## config.mk

```make
export PLATFORM = sky130hd
export DESIGN_NAME = gpil_phy_if
export DESIGN_NICKNAME = d
export VERILOG_FILES = /design/src/core/gpil_pkg.sv /design/src/core/gpil_pad_ddr.sv /design/src/core/gpil_skid_buf.sv /design/src/core/gpil_phy_if.sv
export VERILOG_INCLUDE_DIRS = /design/src /design/src/core
export SDC_FILE = /design/constraint.sdc
export NUM_CORES = 1
export LEC_CHECK = 0
export BUFFER_PORTS_ARGS = -buffer_cell sky130_fd_sc_hd__buf_2
export CORE_MARGIN = 5
export CORE_UTILIZATION = 50
export CTS_BUF_LIST = sky130_fd_sc_hd__clkbuf_4 sky130_fd_sc_hd__clkbuf_8 sky130_fd_sc_hd__clkbuf_16
export CTS_CLUSTER_SIZE = 14
export DETAILED_ROUTE_END_ITERATION = 7
export GPL_ROUTABILITY_DRIVEN = 0
export PLACE_DENSITY = 0.73
export REMOVE_ABC_BUFFERS = 1
export SYNTH_ARGS = -nofsm -noshare
export SYNTH_HDL_FRONTEND = slang
export SYNTH_SLANG_ARGS = --single-unit
```

## constraint.sdc

```tcl
create_clock -name mclk -period 5.6 [get_ports mclk]
set_input_delay 0.84 -clock mclk [delete_from_list [all_inputs] [get_ports mclk]]
set_output_delay 0.84 -clock mclk [all_outputs]
set_load 0.03 [all_outputs]
```

## src/core/gpil_map.svh

```systemverilog
`ifndef GPIL_MAP_SVH
`define GPIL_MAP_SVH

// ----------------------------------------------------------------
// Link timing
// ----------------------------------------------------------------
`define GPIL_MCLK_PERIOD_PS 50000
`define GPIL_REF_FREQ_MHZ 125
`define GPIL_REF_PERIOD_PS (1000000 / `GPIL_REF_FREQ_MHZ)
`define GPIL_TXC_DELAY_NS 2
`define GPIL_TXC_DELAY_PS (`GPIL_TXC_DELAY_NS * 1000)
`define GPIL_TXC_SHIFT_DEG 90
`define GPIL_LINK_QUARTERS (`GPIL_REF_PERIOD_PS / `GPIL_TXC_DELAY_PS)
`define GPIL_QTR_W 2
`define GPIL_QTR_LAST 2'h3
`define GPIL_QTR_TXC_RISE 2'h1
`define GPIL_QTR_TXC_FALL 2'h3

// ----------------------------------------------------------------
// Field positions and widths
// ----------------------------------------------------------------
`define GPIL_BYTE_W 8
`define GPIL_NIB_W 4
`define GPIL_PAD_W 10
`define GPIL_SYNC_W 13
`define GPIL_BUF_DEPTH 2
`define GPIL_BUF_CNT_W 2

// ----------------------------------------------------------------
// Reset values
// ----------------------------------------------------------------
`define GPIL_PAD_RST 10'h000
`define GPIL_SYNC_RST 13'h0000
`define GPIL_NIB_RST 4'h0
`define GPIL_BYTE_RST 8'h00

`endif

```

## src/core/gpil_pkg.sv

```systemverilog
package gpil_pkg;

  typedef struct packed
  {
    logic [7:0] data;
    logic en;
    logic er;
  } gpil_word_t;

  typedef struct packed
  {
    logic rxc;
    logic [7:0] rxd;
    logic dv;
    logic er;
    logic col;
    logic crs;
  } gpil_pins_t;

  typedef enum logic [1:0]
  {
    GPIL_RX_WAIT_RISE = 2'b01,
    GPIL_RX_WAIT_FALL = 2'b10
  } gpil_rx_state_t;

endpackage

```

## src/core/gpil_pad_ddr.sv

```systemverilog
`timescale 1ns/1ps
`include "gpil_map.svh"

module gpil_pad_ddr
(
  input wire logic mclk, // System clock
  input wire logic rst_n, // Async reset
  input wire logic load, // Take new rise and fall values
  input wire logic half_next, // Next cycle is the falling half
  input wire logic [`GPIL_PAD_W-1:0] d_rise, // Value for the high half
  input wire logic [`GPIL_PAD_W-1:0] d_fall, // Value for the low half
  output logic [`GPIL_PAD_W-1:0] q // Pad flop output
);

  logic [`GPIL_PAD_W-1:0] rise_r;
  logic [`GPIL_PAD_W-1:0] fall_r;
  logic [`GPIL_PAD_W-1:0] next_rise_r;
  logic [`GPIL_PAD_W-1:0] next_fall_r;
  logic [`GPIL_PAD_W-1:0] next_q;

  always_comb
  begin
    next_rise_r = load ? d_rise : rise_r;
    next_fall_r = load ? d_fall : fall_r;
    next_q = half_next ? next_fall_r : next_rise_r;
  end

  // Last flop before the pin, nothing after it
  always_ff @(posedge mclk or negedge rst_n)
  begin
    if (!rst_n)
    begin
      rise_r <= `GPIL_PAD_RST;
      fall_r <= `GPIL_PAD_RST;
      q <= `GPIL_PAD_RST;
    end
    else
    begin
      rise_r <= next_rise_r;
      fall_r <= next_fall_r;
      q <= next_q;
    end
  end

endmodule

```

## src/core/gpil_skid_buf.sv

```systemverilog
`timescale 1ns/1ps
`include "gpil_map.svh"

module gpil_skid_buf
  import gpil_pkg::*;
(
  input wire logic mclk, // System clock
  input wire logic rst_n, // Async reset
  input wire logic in_valid, // Word offered
  output logic in_ready, // Room for a word
  input wire gpil_word_t in_word, // Word in
  output logic out_valid, // Word available
  input wire logic out_ready, // Sink takes word
  output gpil_word_t out_word // Oldest word
);

  gpil_word_t mem [`GPIL_BUF_DEPTH];
  gpil_word_t next_mem [`GPIL_BUF_DEPTH];
  logic [`GPIL_BUF_CNT_W-1:0] count;
  logic [`GPIL_BUF_CNT_W-1:0] next_count;
  logic wr_ptr;
  logic rd_ptr;
  logic next_wr_ptr;
  logic next_rd_ptr;
  logic do_wr;
  logic do_rd;

  assign in_ready = (count != 2'h2);
  assign out_valid = (count != 2'h0);
  assign out_word = mem[rd_ptr];

  always_comb
  begin
    do_wr = in_valid && in_ready;
    do_rd = out_valid && out_ready;
    next_mem = mem;
    if (do_wr)
      next_mem[wr_ptr] = in_word;
    next_wr_ptr = wr_ptr ^ do_wr;
    next_rd_ptr = rd_ptr ^ do_rd;
    next_count = count + {1'b0, do_wr} - {1'b0, do_rd};
  end

  always_ff @(posedge mclk or negedge rst_n)
  begin
    if (!rst_n)
    begin
      mem[0] <= '0;
      mem[1] <= '0;
      count <= 2'h0;
      wr_ptr <= 1'b0;
      rd_ptr <= 1'b0;
    end
    else
    begin
      mem <= next_mem;
      count <= next_count;
      wr_ptr <= next_wr_ptr;
      rd_ptr <= next_rd_ptr;
    end
  end

endmodule

```

## src/core/gpil_phy_if.sv

```systemverilog
`timescale 1ns/1ps
`include "gpil_map.svh"

module gpil_phy_if
  import gpil_pkg::*;
(
  input wire logic mclk, // System clock, 20 MHz
  input wire logic rst_n, // Async reset, active low
  input wire logic rgmii_mode, // 1 selects RGMII, 0 GMII
  input wire logic [7:0] tx_data, // User transmit byte
  input wire logic tx_valid, // User transmit byte valid
  input wire logic tx_error, // User transmit byte errored
  output logic tx_ready, // Transmit byte taken this cycle
  output logic [7:0] pad_txd, // Transmit data pins
  output logic pad_tx_en, // Transmit enable or RGMII control
  output logic pad_tx_er, // Transmit error, GMII only
  output logic pad_txc, // Forwarded transmit clock
  input wire logic pad_rxc, // Receive clock from PHY
  input wire logic [7:0] pad_rxd, // Receive data pins
  input wire logic pad_rx_dv, // Receive valid or RGMII control
  input wire logic pad_rx_er, // Receive error, GMII only
  input wire logic pad_col, // Collision, asynchronous
  input wire logic pad_crs, // Carrier sense, asynchronous
  output logic [7:0] rx_data, // User receive byte
  output logic rx_error, // User receive byte errored
  output logic rx_valid, // User receive byte valid
  input wire logic rx_ready, // User accepts receive byte
  output logic rx_drop, // Received byte lost, buffer full
  output logic rx_active, // Receive frame in progress
  output logic col_sync, // Synchronised collision
  output logic crs_sync // Synchronised carrier sense
);

  // ----------------------------------------------------------------
  // Reference phase divider
  // ----------------------------------------------------------------
  // Each link period is four quarters; one quarter is the 2 ns offset.
  logic [`GPIL_QTR_W-1:0] quarter;
  logic [`GPIL_QTR_W-1:0] next_quarter;

  always_comb
  begin
    next_quarter = quarter + 2'h1;
  end

  always_ff @(posedge mclk or negedge rst_n)
  begin
    if (!rst_n)
      quarter <= 2'h0;
    else
      quarter <= next_quarter;
  end

  // ----------------------------------------------------------------
  // Transmit byte intake
  // ----------------------------------------------------------------
  // A byte is taken once per link period; an empty slot sends idle.
  gpil_word_t tx_word;
  logic tx_load;
  logic [`GPIL_PAD_W-1:0] tx_rise;
  logic [`GPIL_PAD_W-1:0] tx_fall;
  logic [`GPIL_PAD_W-1:0] tx_pads;
  logic [`GPIL_NIB_W-1:0] zero_nib;

  assign zero_nib = `GPIL_NIB_RST;
  assign tx_ready = (quarter == `GPIL_QTR_LAST);
  assign tx_load = tx_ready;

  always_comb
  begin
    tx_word.data = tx_valid ? tx_data : `GPIL_BYTE_RST;
    tx_word.en = tx_valid;
    tx_word.er = tx_valid && tx_error;
  end

  // ----------------------------------------------------------------
  // Pad value selection
  // ----------------------------------------------------------------
  // RGMII carries enable on the rise and enable xor error on the fall.
  always_comb
  begin
    if (rgmii_mode)
    begin
      tx_rise = {zero_nib, tx_word.data[3:0], tx_word.en, 1'b0};
      tx_fall = {zero_nib, tx_word.data[7:4], tx_word.en ^ tx_word.er, 1'b0};
    end
    else
    begin
      tx_rise = {tx_word.data, tx_word.en, tx_word.er};
      tx_fall = {tx_word.data, tx_word.en, tx_word.er};
    end
  end

  gpil_pad_ddr u_tx_pads
  (
    .mclk(mclk),
    .rst_n(rst_n),
    .load(tx_load),
    .half_next(next_quarter[1]),
    .d_rise(tx_rise),
    .d_fall(tx_fall),
    .q(tx_pads)
  );

  // Pins are wired straight from the pad flops
  assign pad_txd = tx_pads[9:2];
  assign pad_tx_en = tx_pads[1];
  assign pad_tx_er = tx_pads[0];

  // ----------------------------------------------------------------
  // Forwarded transmit clock
  // ----------------------------------------------------------------
  // Built from the same divider and one pad flop, so it sees the data's delay.
  logic next_txc;
  logic quad_next;

  always_comb
  begin
    quad_next = (next_quarter >= `GPIL_QTR_TXC_RISE) &&
                (next_quarter < `GPIL_QTR_TXC_FALL);
    if (rgmii_mode)
      next_txc = quad_next;
    else
      next_txc = next_quarter[1];
  end

  always_ff @(posedge mclk or negedge rst_n)
  begin
    if (!rst_n)
      pad_txc <= 1'b0;
    else
      pad_txc <= next_txc;
  end

  // ----------------------------------------------------------------
  // Input synchronisers
  // ----------------------------------------------------------------
  // Three synchroniser flops and a filter flop per pin; a change is believed once stages two and three agree.
  gpil_pins_t pins_in;
  logic [`GPIL_SYNC_W-1:0] sync1;
  logic [`GPIL_SYNC_W-1:0] sync2;
  logic [`GPIL_SYNC_W-1:0] sync3;
  logic [`GPIL_SYNC_W-1:0] filt;
  logic [`GPIL_SYNC_W-1:0] next_filt;
  gpil_pins_t pins;

  assign pins_in.rxc = pad_rxc;
  assign pins_in.rxd = pad_rxd;
  assign pins_in.dv = pad_rx_dv;
  assign pins_in.er = pad_rx_er;
  assign pins_in.col = pad_col;
  assign pins_in.crs = pad_crs;

  genvar gi;
  generate
    for (gi = 0; gi < `GPIL_SYNC_W; gi = gi + 1)
    begin : g_filt
      // One driver per bit keeps the filter free of shared process writes
      assign next_filt[gi] = (sync2[gi] == sync3[gi]) ? sync3[gi] : filt[gi];
    end
  endgenerate

  always_ff @(posedge mclk or negedge rst_n)
  begin
    if (!rst_n)
    begin
      sync1 <= `GPIL_SYNC_RST;
      sync2 <= `GPIL_SYNC_RST;
      sync3 <= `GPIL_SYNC_RST;
      filt <= `GPIL_SYNC_RST;
    end
    else
    begin
      sync1 <= pins_in;
      sync2 <= sync1;
      sync3 <= sync2;
      filt <= next_filt;
    end
  end

  assign pins = filt;
  assign col_sync = pins.col;
  assign crs_sync = pins.crs;

  // ----------------------------------------------------------------
  // Receive clock edges
  // ----------------------------------------------------------------
  // This path belongs to this instance's own PHY clock pin only.
  logic rxc_prev;
  logic rx_rise;
  logic rx_fall;

  always_ff @(posedge mclk or negedge rst_n)
  begin
    if (!rst_n)
      rxc_prev <= 1'b0;
    else
      rxc_prev <= pins.rxc;
  end

  assign rx_rise = pins.rxc && !rxc_prev;
  assign rx_fall = !pins.rxc && rxc_prev;

  // ----------------------------------------------------------------
  // Receive byte assembly
  // ----------------------------------------------------------------
  gpil_rx_state_t rx_state;
  gpil_rx_state_t next_rx_state;
  logic [`GPIL_NIB_W-1:0] low_nib;
  logic [`GPIL_NIB_W-1:0] next_low_nib;
  logic ctl_rise;
  logic next_ctl_rise;
  logic dv_level;
  logic next_dv_level;
  gpil_word_t rx_word;
  logic rx_push;
  logic buf_in_ready;
  logic next_rx_drop;

  always_comb
  begin
    next_rx_state = rx_state;
    next_low_nib = low_nib;
    next_ctl_rise = ctl_rise;
    next_dv_level = dv_level;
    rx_word.data = pins.rxd;
    rx_word.en = pins.dv;
    rx_word.er = pins.er;
    rx_push = 1'b0;
    if (!rgmii_mode)
    begin
      next_rx_state = GPIL_RX_WAIT_RISE;
      if (rx_rise)
      begin
        rx_push = pins.dv;
        next_dv_level = pins.dv;
      end
    end
    else
    begin
      unique case (rx_state)
        GPIL_RX_WAIT_RISE:
        begin
          if (rx_rise)
          begin
            next_low_nib = pins.rxd[3:0];
            next_ctl_rise = pins.dv;
            next_rx_state = GPIL_RX_WAIT_FALL;
          end
        end
        GPIL_RX_WAIT_FALL:
        begin
          rx_word.data = {pins.rxd[3:0], low_nib};
          rx_word.en = ctl_rise;
          rx_word.er = ctl_rise ^ pins.dv;
          if (rx_fall)
          begin
            rx_push = ctl_rise;
            next_dv_level = ctl_rise;
            next_rx_state = GPIL_RX_WAIT_RISE;
          end
        end
        default:
        begin
          next_rx_state = GPIL_RX_WAIT_RISE;
        end
      endcase
    end
    next_rx_drop = rx_push && !buf_in_ready;
  end

  always_ff @(posedge mclk or negedge rst_n)
  begin
    if (!rst_n)
    begin
      rx_state <= GPIL_RX_WAIT_RISE;
      low_nib <= `GPIL_NIB_RST;
      ctl_rise <= 1'b0;
      dv_level <= 1'b0;
      rx_drop <= 1'b0;
    end
    else
    begin
      rx_state <= next_rx_state;
      low_nib <= next_low_nib;
      ctl_rise <= next_ctl_rise;
      dv_level <= next_dv_level;
      rx_drop <= next_rx_drop;
    end
  end

  assign rx_active = dv_level;

  // ----------------------------------------------------------------
  // Receive buffer
  // ----------------------------------------------------------------
  // Two entries ride out a short user stall; a longer one drops and flags.
  gpil_word_t rx_out;

  gpil_skid_buf u_rx_buf
  (
    .mclk(mclk),
    .rst_n(rst_n),
    .in_valid(rx_push),
    .in_ready(buf_in_ready),
    .in_word(rx_word),
    .out_valid(rx_valid),
    .out_ready(rx_ready),
    .out_word(rx_out)
  );

  assign rx_data = rx_out.data;
  assign rx_error = rx_out.er;

endmodule

```

==> impl_metrics.csv <==
group,metric,value,unit
clocking,cts.reportedPaths.clkPinSlew,0.06,ns
grt,grt_pass1_vias,2492,
logic_synthesis,ys_async_sr_fraction,1.00,
logic_synthesis,yosys.area.top_type_share,0.687,
clocking,postCtsHoldBufs,0,
grt,gr-usage-met1,0.209,
floorplan,die_y,102,um
layout,area_growth,22.5,%
clocking,cts-root-buf,"clkbuf_8",
drt,drtIter0Drc,81,
logic_synthesis,yosys-top-cells-count,"116 x dfrtp_1, 45 x mux2_2, 19 x inv_1, 19 x o21ai_0, 13 x maj3_1",
grt,grtUsageTotal,0.158,
power_and_ir_drop,peakVddDrop,0.276,mV
logic_synthesis,synth.distinct_cells,34,
clocking,clkSinkCount,117,
setup_path,end_kind,"primary output",
layout,layout-drive-gt1-share,0.376,
logic_synthesis,synth.ff_latch_count,117,
timing,period_minus_slack,2.61,ns
logic_synthesis,yosys_warnings,0,
place,dp.final_hpwl,4.57,mm
floorplan,io_pins,53,
timing,hold_ws,0.342,ns
power_and_ir_drop,p_leak,0.00245,uW
clocking,cts_tree,"done",
logic_synthesis,yosys.area.top_type,"dfrtp_1",
clocking,post-cts-setup-buffers,0,
grt,grt_util_met3,0.0621,
timing,finalSetupViolCount,0,
grt,grt_max_degree,65,
timing,worst_pin_slew,0.758,ns
clocking,numCtsBuffers,17,
logic_synthesis,yosysMostFrequentCell,"dfrtp_1",
timing,hold_viol,0,
grt,antenna_found_initial,0,
drt,vias,2284,
outcome,status,"completed",
drt,firstDrtPassIters,6,
clocking,clock_tree.buffer_depth,2,
floorplan,die_area,0.0104,mm^2
layout,fill_cells,611,
grt,met2_usage,0.237,
logic_synthesis,syn_area,0.00423,mm^2
clocking,ctsHtreeMaxLevel,4,
layout,regArea,0.00293,mm^2
grt,grt_busiest_layer,"met2",
drt,routed_via_density,4.98,
timing,skew,0.0106,ns
floorplan,coreArea,0.00822,mm^2
floorplan,start_util,0.514,
clocking,clk_latency,0.50,ns
timing,tns,0,ns
drt,final_antenna_net_count,0,
setup_path,reg2reg_slack,3.36,ns
run,cap_violations,0,
drt,wl,7.11,mm
setup_path,worstPathMaxFanout,23,
drt,routedWlPerCell,15.5,um
setup_path,required,4.76,ns
grt,grt_pass1_wl,12.4,mm
setup_path,startpoint_type,"register",
layout,nets,373,
grt,grt_overflow,0,
setup_path,crit_type,"reg -> out",
logic_synthesis,yosysSeqAreaShare,0.693,
place,io_buffers,52,
hold_path,hold_class,"reg -> reg",
timing,slew_headroom,0.495,
layout,antenna_cells,0,
logic_synthesis,synthTopCellsByArea,"dfrtp_1 69%, mux2_2 12%, maj3_1 3.1%, o21ai_0 2.2%, mux2i_1 2.1%",
logic_synthesis,synthCells,278,
floorplan,die_x,102,um
timing,finalMaxSlewViolations,0,
logic_synthesis,ys.flop_type,"dfrtp_1",
setup_path,worstPathArrival,1.77,ns
logic_synthesis,synth_edf_count,0,
logic_synthesis,syn_avg_cell_area,15.2,um^2
timing,rsz0062_at_grt,"no",
layout,multi_input_area,0.00119,mm^2
power_and_ir_drop,powerDensity,493,mW/mm^2
floorplan,num_rows,33,
drt,route.detailed.drc,0,
clocking,post_cts_resized,0,
timing,period_share,0.466,
timing,fmax,0.383,GHz
==> layout by cell type, fill, tap and decap left out, drive strengths merged <==
cell,count
a211oi,3
a21o,1
a21oi,1
a22o,3
and2,3
and2b,1
and3b,1
buf,53
bufinv,3
clkbuf,18
clkinv,5
clkinvlp,2
dfrtp,116
dfstp,1
ha,3
inv,21
maj3,13
mux2,45
mux2i,9
nand2,11
nand2b,1
nand3,3
nand3b,1
nor2,1
nor2b,2
nor3b,2
nor4bb,1
o21ai,19
o2bb2ai,4
or2,1
xnor2,5
xor2,1
==> stage by stage <==
step                      power (uW)  instance area (um^2)  instances   util  setup WS [ns]
after CTS                       2580                  5180        459  0.630           2.96
final                           2550                  5180        459  0.630           2.99
after global placement          1500                  4590        429  0.559           2.66
after floorplan                 1380                  4190        271      -           3.21
after global routing            2670                  5180        459  0.630           2.86
after detailed placement        1520                  4590        429  0.559           2.57
==> report_power, final <==
group / total, uW / internal, uW / switching, uW / leakage (uW)
clock network: 1050 / 685 / 368 / 0.000283
logic: 442 / 200 / 242 / 0.000741
registers: 1060 / 977 / 82.6 / 0.00143
total: 2550 / 1860 / 692 / 0.00245
==> flip-flops by register name (all words and copies together) (netlist names), 2 cells and up <==
signal and flops:
u_tx_pads.rise_r 10, u_rx_buf.count 2, u_rx_buf.mem 18, low_nib 4, sync1 13, u_tx_pads.q 10, filt 13, rx_state 2
u_tx_pads.fall_r 10, quarter 2, sync3 13, sync2 13
==> routing by layer <==
layer | wire length, um | share of wire | up-vias
met5 | 0 | 0 | -
met4 | 64 | 0.0090 | 0
li1 | - | - | 1085
met3 | 349 | 0.049 | 4
met1 | 3270 | 0.46 | 1152
met2 | 3430 | 0.48 | 43
==> final cells by class <==
class / count / share of cell area
Clock buffer: 18 / 0.0827
Timing Repair Buffer: 53 / 0.0522
Tap cell: 105 / 0.0254
Multi-Input combinational cell: 135 / 0.230
Clock inverter: 12 / 0.0300
Sequential cell: 117 / 0.566
Inverter: 19 / 0.0138
==> logic make-up (layout without fill, tap and decap cells) <==
logic type	count (synthesis)	count (layout)	synth area share
AOI/OAI and AO/OA	31	31	0.0483
xor gates and xnor gates	6	6	0.0124
adders and majority gates	16	16	0.0397
buffers and inverters	26	102	0.0252
DFF	117	117	0.693
muxes	54	54	0.141
and+or+nand+nor	28	28	0.0403
==> final timing paths <==
check                                        end  cells after the start   startpoint
worst min register to register          sync2[1]                      0     sync1[1]
min in group asynchronous         u_tx_pads.q[8]                      1        rst_n
worst min-delay path                    sync2[1]                      0     sync1[1]
max in group asynchronous               filt[12]                      2        rst_n
worst max-delay path                    tx_ready                      2   quarter[0]
worst max register to register  u_rx_buf.mem[12]                      5  rx_state[0]
==> worst max-delay path, cell delays in order, from the launching register on <==
cell and delay [ns]:
dfrtp_1 0.36, ha_1 0.59, buf_2 0.32
Power figures use the tool's default switching activity.
